--- src/rtl/nfc_unused_guard.sv ---
`timescale 1ns/1ps
`default_nettype none
`default_nettype wire

--- src/rtl/nfc_pkg.sv ---
// Package for the native flow control block: field layouts, bus map, carriers.
// Assumes a single 40 MHz user clock and a 32-bit AXI4-Lite register bus.
package nfc_pkg;

  // Request word layout, little-endian bit numbering
  localparam int unsigned LE_PAUSE_LSB = 0;
  localparam int unsigned LE_STOP_BIT = 8;
  // Big-endian layout: ascending bits 8:15 pause, bit 7 stop, seen as [0:15]
  localparam int unsigned BE_PAUSE_POS = 8;
  localparam int unsigned BE_STOP_POS = 7;
  localparam int unsigned PAUSE_W = 8;

  // Register byte addresses
  localparam logic [7:0] REG_CTRL = 8'h00;
  localparam logic [7:0] REG_STATUS = 8'h04;
  localparam logic [7:0] REG_PAUSE_LEFT = 8'h08;

  // Control field positions
  localparam int unsigned CTRL_LITTLE_END = 0;
  localparam int unsigned CTRL_COMPLETION = 1;
  localparam int unsigned CTRL_ENABLE = 2;
  localparam logic [31:0] CTRL_RESET = 32'h0000_0004;

  // Status field positions
  localparam int unsigned ST_STOP_ALL = 0;
  localparam int unsigned ST_PAUSING = 1;
  localparam int unsigned ST_PENDING = 2;
  localparam int unsigned ST_IN_FRAME = 3;

  // AXI responses
  localparam logic [1:0] RESP_OKAY = 2'h0;
  localparam logic [1:0] RESP_SLVERR = 2'h2;

  // Outgoing slot states
  typedef enum logic [1:0] {
    TX_IDLE,
    TX_GAP
  } nfc_tx_e;

  // Decoded request from either party
  typedef struct packed {
    logic stop_all;
    logic [PAUSE_W-1:0] pause;
  } nfc_req_s;

endpackage

--- src/rtl/nfc_core.sv ---
// Native flow control: takes local pause/stop requests for the partner and
// throttles the local transmit data path on requests from the partner.
// Assumes the user side, the receive path and the bus all run on ref_clk.
// Summary of operation
// - Core raises request ready when it takes the pending request for sending.
// - Big-endian word: bits 8:15 pause count, bit 7 stop-all, 0:6 ignored.
// - Little-endian word: bits 7:0 pause count, bit 8 stop-all, 15:9 ignored.
// - A received pause withholds data for at least pause count plus one cycles.
// - Received stop-all halts data until a non-stop request or reset.
// - All-zero request is the resume code; afterwards any request is honored.
// - No data beside an outgoing message; data ready drops the cycle after ready.
// - Data ready drops for exactly one cycle to make room for the message.
// - Immediate mode: a received pause drops data ready at once for its length.
// - Completion mode: idles only before a new frame; mid-frame waits to end.
// - Completion mode only with framing; streaming builds force immediate mode.
// - Bit ordering chosen at configuration; big-endian is the default.
// - All interface signals are active high except the active-low reset arst_n.
//
// Implementation choices: the address map and the AXI4-Lite register port.
`timescale 1ns/1ps
`default_nettype none

module nfc_core #(
  parameter bit FRAMING = 1'b1,
  parameter bit LITTLE_END_DEFAULT = 1'b0
) (
  // Clock and reset
  input wire logic ref_clk,
  input wire logic arst_n,
  // Local request towards the partner
  input wire logic req_valid,
  output logic req_ready,
  input wire logic [15:0] req_data,
  // Outgoing message to the link encoder
  output logic msg_tx_valid,
  output nfc_pkg::nfc_req_s msg_tx,
  // Message received from the partner
  input wire logic msg_rx_valid,
  input wire logic [15:0] msg_rx_data,
  // Local transmit data path
  input wire logic data_valid,
  input wire logic data_last,
  output logic data_ready,
  // AXI4-Lite slave: write address
  input wire logic [7:0] s_axi_awaddr,
  input wire logic s_axi_awvalid,
  output logic s_axi_awready,
  // Write data
  input wire logic [31:0] s_axi_wdata,
  input wire logic [3:0] s_axi_wstrb,
  input wire logic s_axi_wvalid,
  output logic s_axi_wready,
  // Write response
  output logic [1:0] s_axi_bresp,
  output logic s_axi_bvalid,
  input wire logic s_axi_bready,
  // Read address
  input wire logic [7:0] s_axi_araddr,
  input wire logic s_axi_arvalid,
  output logic s_axi_arready,
  // Read data
  output logic [31:0] s_axi_rdata,
  output logic [1:0] s_axi_rresp,
  output logic s_axi_rvalid,
  input wire logic s_axi_rready
);

  logic [31:0] ctrl_q;
  logic little_end;
  logic completion;
  logic enable;
  nfc_pkg::nfc_tx_e tx_q;
  nfc_pkg::nfc_req_s rx_req;
  logic [nfc_pkg::PAUSE_W:0] pause_q;
  logic stop_q;
  logic pend_q;
  logic [nfc_pkg::PAUSE_W-1:0] pend_pause_q;
  logic in_frame_q;
  logic take;
  logic throttle;
  logic beat;
  logic frame_start_ok;

  // Word decode for either bit ordering
  function automatic nfc_pkg::nfc_req_s decode(input logic [15:0] w, input logic le);
    nfc_pkg::nfc_req_s r;
    r = '0;
    if (le) begin
      r.pause = w[nfc_pkg::LE_PAUSE_LSB +: nfc_pkg::PAUSE_W];
      r.stop_all = w[nfc_pkg::LE_STOP_BIT];
    end else begin
      // Ascending bit n of the bus sits on wire 15-n
      for (int i = 0; i < nfc_pkg::PAUSE_W; i++) begin
        r.pause[nfc_pkg::PAUSE_W-1-i] = w[15-(nfc_pkg::BE_PAUSE_POS+i)];
      end
      r.stop_all = w[15-nfc_pkg::BE_STOP_POS];
    end
    return r;
  endfunction

  assign little_end = ctrl_q[nfc_pkg::CTRL_LITTLE_END];
  // Streaming builds cannot select completion mode
  assign completion = FRAMING & ctrl_q[nfc_pkg::CTRL_COMPLETION];
  assign enable = ctrl_q[nfc_pkg::CTRL_ENABLE];
  assign rx_req = decode(msg_rx_data, little_end);

  // Local request: taken only in an idle slot so each message gets its own gap
  assign take = req_valid & enable & (tx_q == nfc_pkg::TX_IDLE);
  assign req_ready = take;

  // A taken request always costs exactly one gap cycle, never more
  nfc_pkg::nfc_tx_e tx_d;
  always_comb begin
    tx_d = nfc_pkg::TX_IDLE;
    case (tx_q)
      nfc_pkg::TX_IDLE: begin
        if (take) begin
          tx_d = nfc_pkg::TX_GAP;
        end
      end
      nfc_pkg::TX_GAP: begin
        tx_d = nfc_pkg::TX_IDLE;
      end
      default: begin
        tx_d = nfc_pkg::TX_IDLE;
      end
    endcase
  end

  always_ff @(posedge ref_clk or negedge arst_n) begin
    if (!arst_n) begin
      tx_q <= nfc_pkg::TX_IDLE;
    end else begin
      tx_q <= tx_d;
    end
  end

  always_ff @(posedge ref_clk or negedge arst_n) begin
    if (!arst_n) begin
      msg_tx_valid <= 1'b0;
      msg_tx <= '0;
    end else begin
      msg_tx_valid <= take;
      if (take) begin
        msg_tx <= decode(req_data, little_end);
      end
    end
  end

  // Frame tracking for completion mode
  assign beat = data_valid & data_ready;
  // A frame is open from its first accepted beat until its last
  logic in_frame_d;
  always_comb begin
    in_frame_d = in_frame_q;
    if (beat) begin
      in_frame_d = !data_last;
    end
  end

  always_ff @(posedge ref_clk or negedge arst_n) begin
    if (!arst_n) begin
      in_frame_q <= 1'b0;
    end else begin
      in_frame_q <= in_frame_d;
    end
  end

  // A received pause is applied between frames in completion mode
  assign frame_start_ok = !completion || !in_frame_q;

  // Next state of the receive throttle
  logic stop_d;
  logic [nfc_pkg::PAUSE_W:0] pause_d;
  logic pend_d;
  logic [nfc_pkg::PAUSE_W-1:0] pend_pause_d;
  logic last_beat;
  logic apply_ok;

  assign last_beat = beat & data_last;
  // Loading on the last beat keeps the first beat of the next frame out
  assign apply_ok = frame_start_ok | last_beat;

  always_comb begin
    stop_d = stop_q;
    pause_d = pause_q;
    pend_d = pend_q;
    pend_pause_d = pend_pause_q;
    if (msg_rx_valid) begin
      // Any non-stop request, resume code included, lifts stop-all
      stop_d = rx_req.stop_all;
      if (!rx_req.stop_all && rx_req.pause != '0) begin
        if (apply_ok) begin
          // Count plus one cycles without data
          pause_d = {1'b0, rx_req.pause} + 9'h001;
          pend_d = 1'b0;
        end else begin
          pend_d = 1'b1;
          pend_pause_d = rx_req.pause;
        end
      end else begin
        pause_d = '0;
        pend_d = 1'b0;
      end
    end else if (pend_q && apply_ok) begin
      pause_d = {1'b0, pend_pause_q} + 9'h001;
      pend_d = 1'b0;
    end else if (pause_q != '0) begin
      pause_d = pause_q - 9'h001;
    end
  end

  always_ff @(posedge ref_clk or negedge arst_n) begin
    if (!arst_n) begin
      stop_q <= 1'b0;
      pause_q <= '0;
      pend_q <= 1'b0;
      pend_pause_q <= '0;
    end else begin
      stop_q <= stop_d;
      pause_q <= pause_d;
      pend_q <= pend_d;
      pend_pause_q <= pend_pause_d;
    end
  end

  // Resume code costs no idle cycle; in completion mode stop and pause only gate frame starts
  assign throttle = stop_q || pause_q != '0;
  assign data_ready = (tx_q == nfc_pkg::TX_IDLE)
    && !(throttle && frame_start_ok);

  // AXI4-Lite: write address and data may arrive in either order
  logic aw_q;
  logic w_q;
  logic [7:0] awaddr_q;
  logic [31:0] wdata_q;
  logic [3:0] wstrb_q;
  logic wr_ctrl;
  logic wr_ro;

  // Read-only registers answer OKAY and drop the data
  assign wr_ctrl = awaddr_q[7:2] == nfc_pkg::REG_CTRL[7:2];
  assign wr_ro = awaddr_q[7:2] == nfc_pkg::REG_STATUS[7:2]
    || awaddr_q[7:2] == nfc_pkg::REG_PAUSE_LEFT[7:2];

  assign s_axi_awready = !aw_q && !s_axi_bvalid;
  assign s_axi_wready = !w_q && !s_axi_bvalid;

  always_ff @(posedge ref_clk or negedge arst_n) begin
    if (!arst_n) begin
      aw_q <= 1'b0;
      w_q <= 1'b0;
      awaddr_q <= '0;
      wdata_q <= '0;
      wstrb_q <= '0;
      s_axi_bvalid <= 1'b0;
      s_axi_bresp <= nfc_pkg::RESP_OKAY;
      ctrl_q <= nfc_pkg::CTRL_RESET | {31'h0000_0000, LITTLE_END_DEFAULT};
    end else begin
      if (s_axi_awvalid && s_axi_awready) begin
        aw_q <= 1'b1;
        awaddr_q <= s_axi_awaddr;
      end
      if (s_axi_wvalid && s_axi_wready) begin
        w_q <= 1'b1;
        wdata_q <= s_axi_wdata;
        wstrb_q <= s_axi_wstrb;
      end
      if (aw_q && w_q) begin
        aw_q <= 1'b0;
        w_q <= 1'b0;
        s_axi_bvalid <= 1'b1;
        if (wr_ctrl || wr_ro) begin
          s_axi_bresp <= nfc_pkg::RESP_OKAY;
        end else begin
          s_axi_bresp <= nfc_pkg::RESP_SLVERR;
        end
        if (wr_ctrl && wstrb_q[0]) begin
          ctrl_q[7:0] <= {5'h00, wdata_q[2:0]};
        end
      end else if (s_axi_bvalid && s_axi_bready) begin
        s_axi_bvalid <= 1'b0;
      end
    end
  end

  assign s_axi_arready = !s_axi_rvalid;

  // Read mux: unmapped offsets read zero with an error response
  logic [31:0] rd_word;
  logic [1:0] rd_resp;
  logic [3:0] status_w;
  assign status_w = {in_frame_q, pend_q, pause_q != '0, stop_q};
  always_comb begin
    rd_word = '0;
    rd_resp = nfc_pkg::RESP_OKAY;
    case (s_axi_araddr[7:2])
      nfc_pkg::REG_CTRL[7:2]: begin
        rd_word = {29'h0000_0000, enable, completion, little_end};
      end
      nfc_pkg::REG_STATUS[7:2]: begin
        rd_word = {28'h000_0000, status_w};
      end
      nfc_pkg::REG_PAUSE_LEFT[7:2]: begin
        rd_word = {23'h00_0000, pause_q};
      end
      default: begin
        rd_word = '0;
        rd_resp = nfc_pkg::RESP_SLVERR;
      end
    endcase
  end

  always_ff @(posedge ref_clk or negedge arst_n) begin
    if (!arst_n) begin
      s_axi_rvalid <= 1'b0;
      s_axi_rdata <= '0;
      s_axi_rresp <= nfc_pkg::RESP_OKAY;
    end else if (s_axi_arvalid && s_axi_arready) begin
      s_axi_rvalid <= 1'b1;
      s_axi_rdata <= rd_word;
      s_axi_rresp <= rd_resp;
    end else if (s_axi_rvalid && s_axi_rready) begin
      s_axi_rvalid <= 1'b0;
    end
  end

endmodule

`default_nettype wire

--- config.mk ---
export PLATFORM = sky130hd
export DESIGN_NAME = nfc_core
export DESIGN_NICKNAME = d
export VERILOG_FILES = /design/src/rtl/nfc_unused_guard.sv /design/src/rtl/nfc_pkg.sv /design/src/rtl/nfc_core.sv
export SDC_FILE = /design/constraint.sdc
export NUM_CORES = 1
export LEC_CHECK = 0
export ABC_AREA = 0
export ABC_CLOCK_PERIOD_IN_PS = 4200
export BUFFER_PORTS_ARGS = -buffer_cell sky130_fd_sc_hd__buf_4
export CAP_MARGIN = 20
export CORE_UTILIZATION = 51
export DETAILED_ROUTE_END_ITERATION = 6
export PLACE_DENSITY = 0.83
export RECOVER_POWER = 25
export SLEW_MARGIN = 10
export SYNTH_ARGS = -nofsm -noshare
export SYNTH_HDL_FRONTEND = slang
export SYNTH_SLANG_ARGS = --single-unit
--- constraint.sdc ---
create_clock -name ref_clk -period 4.2 [get_ports ref_clk]
set_input_delay 0.84 -clock ref_clk [delete_from_list [all_inputs] [get_ports ref_clk]]
set_output_delay 0.84 -clock ref_clk [all_outputs]
set_load 0.01 [all_outputs]
==> results.yml <==
hold_path:
  hp-class: "register to register"
drt:
  drc: 0
  dr.pass1.iters: 4
  routed_wl_um: 6540
  drt-initial-drc-count: 139
  ant_nets: 0
  vias: 2464
  vias_per_cell: 5.24
  post_drt_wl_per_cell_um: 13.9
cts:
  cts_tree: "built"
  cts_resized: 0
  clk_pin_slew_worst_paths_ps: 70
  cts_inserted_buffers: 9
  hold_buffers: 0
  h-tree-depth: 3
  clk_latency_ps: 330
  clock-sinks: 58
  post_cts_buffers: 0
  cts_buffer_depth: 2
  root_buffer: "clkbuf_8"
place:
  portBuffers: 72
  pre_cts_ws_ps: 1450
  place_congestion: 0.849
  place_area_mm2: 0.00366
  dp_hpwl_um: 4950
  dp_cells: 454
finish:
  synthToLayoutAreaGrowth_pct: 22.4
  fin_cells: 470
  layout_commonest_cell: "buf_4"
  n_fill_cell: 478
  layout_common_cells: "buf_4, dfrtp_1, nand2_1, conb_1, nor2_1"
  drive_above_1_share_pct: 29.4
  stdcell_area_mm2: 0.00389
  diodes: 0
  layout.nets: 490
yosys:
  synth.top_cells.by_area: "dfrtp_1, nand2_1, buf_4, mux2_2, xnor2_1"
  ys_seq_area_share_pct: 45.7
  synth_ff_type: "dfrtp_1"
  netlist_instances: 317
  async_flop_share_pct: 100
  synth_edf_count: 0
  post-synth-top-area-cell: "dfrtp_1"
  ys_seq_elements: 58
  avgSynthCellArea_um2: 10.0
  netlist.area_leader.share_pct: 44.8
  synth_area_mm2: 0.00318
  synth_cell_types: 57
  synth_warnings: 0
power_and_ir_drop:
  power.density_mw_per_mm2: 546
  ir_drop_v: 0.000272
  leakagePower_nw: 1.92
sta:
  fin_skew_ps: 7.22
  finalMaxSlewViolations: 0
  hold_violations: 0
  setup_viol: 0
  finalWorstSetupSlack_ps: 1350
  rsz0062_at_grt: "false"
  maxSlewHeadroom_pct: 52.2
  fmax_mhz: 351
  tns_ps: 0
  worst_pin_slew_ps: 717
  finalCritPeriodShare_pct: 67.9
  fin_crit_ps: 2850
setup_path:
  reg2reg_slack_ps: 2180
  crit_chain: "nor4_2, and4b_4, nor2b_1, a21oi_1, nor2_1, buf_4"
  cpLargestDelayFamily: "simple AND/OR/NAND/NOR gates"
  cp_max_fo: 6
  cp.buffers_inverters: 1
  critPathKind: "register to output pin"
  cpMaxStageDelayCell: "dfrtp_1"
  required_ps: 3360
  worst_setup_path_end_kind: "output pin"
  cpPeakStageDelay_ps: 460
  startpoint_type: "register"
  critPathArrivalTime_ps: 2010
global_routing:
  grt_use_total_pct: 22.7
  grt_max_degree: 59
  grt_pass1_vias: 2357
  antenna_found_initial: 0
  grt_first_pass_wirelength_um: 11400
  grt_overflow: 0
flow_run:
  cap_viol_max_count: 0
status:
  status: "completed"
floorplanning:
  die_area_mm2: 0.00656
  row_count: 28
  start_util_pct: 53.4
  core_area_mm2: 0.00596
  io_pins: 148
  die_width_um: 81.0
  die_y_um: 81.0
registers in the layout, summed over array words and instances (netlist names), 2 cells and up:
register	flops
awaddr_q	6
ctrl_q	2
msg_tx	9
pause_q	9
pend_pause_q	8
s_axi_rdata	9
wdata_q	3
report_power, final:
| group | switching (mW) | total (mW) | internal (mW) |
|---|---|---|---|
| Sequential | 0.161 | 0.886 | 0.725 |
| Clock | 0.229 | 0.623 | 0.394 |
| Combinational | 0.296 | 0.617 | 0.322 |
per-layer routing:
| metal | share of wire (%) | up-vias | track usage (%) |
|---|---|---|---|
| li1 | - | 1205 | - |
| met1 | 44 | 1163 | 29.9 |
| met2 | 50 | 88 | 37.9 |
| met3 | 4.9 | 8 | 3.71 |
| met4 | 1.2 | 0 | 7.50 |
| met5 | 0 | - | 0 |
synth_stat cells, types with 2 or more instances:
master	n
a211o_1	2
a21oi_1	7
a22o_1	9
a31oi_1	7
and2_1	3
and2b_1	2
and3_1	3
buf_4	25
buf_6	3
clkbuf_1	4
clkinv_1	2
dfrtp_1	57
ha_1	5
inv_1	9
mux2_1	6
mux2_2	14
mux2i_1	2
nand2_1	51
nand3_1	12
nand4_1	3
nor2_1	19
nor2_2	2
nor2b_1	3
nor3_1	5
nor4_2	2
o211ai_1	5
o21ai_0	10
o21ai_1	2
or4_1	2
xnor2_1	10
xor2_1	5
layout make-up:
type                    count  area [µm²]  share of cell area, %
repair buffers             72         537                   13.8
flip-flops and latches     58        1450                   37.3
clock buffers               9         124                   3.18
multi-input cells         238        1530                   39.2
inverters                  11        41.3                   1.06
well taps                  75        93.8                   2.41
clock inverters             7         116                   2.99
tightest hold or removal path: stages (launching register included):
cell and delay, ps:
dfrtp_1 350, nand2_1 50, nand2_1 50
cells by family (layout without fill, tap and decap cells):
logic type	after synthesis	count (layout)	synth area share (%)
compound gates	57	57	13.7
simple gates	114	114	17.6
mux	22	22	7.71
xor+xnor	15	15	4.13
other cells	1	25	0.118
buf+inv	45	99	9.13
fa+ha+maj	5	5	1.97
flops	58	58	45.7
per-stage QoR:
step / power (mW) / utilization [%] / hold slack, ps
2_1_floorplan: 1.30 / - / 472
3_3_place_gp: 1.48 / 61.4 / 464
3_5_place_dp: 1.51 / 61.4 / 464
4_1_cts: 2.14 / 65.4 / 483
5_1_grt: 2.27 / 65.4 / 501
6_report: 2.13 / 65.4 / 480
final timing paths:
path,start,to,depth (start not counted)
setup reg to reg,tx_q[0],pause_q[0],5
hold reg to reg,msg_tx[7],msg_tx[7],2
setup / recovery,pause_q[5],data_ready,6
min in group asynchronous,arst_n,s_axi_rdata[5],1
hold / removal,msg_tx[7],msg_tx[7],2
max in group asynchronous,arst_n,msg_tx[2],1
Note: power is estimated with default switching activity, not from simulation.
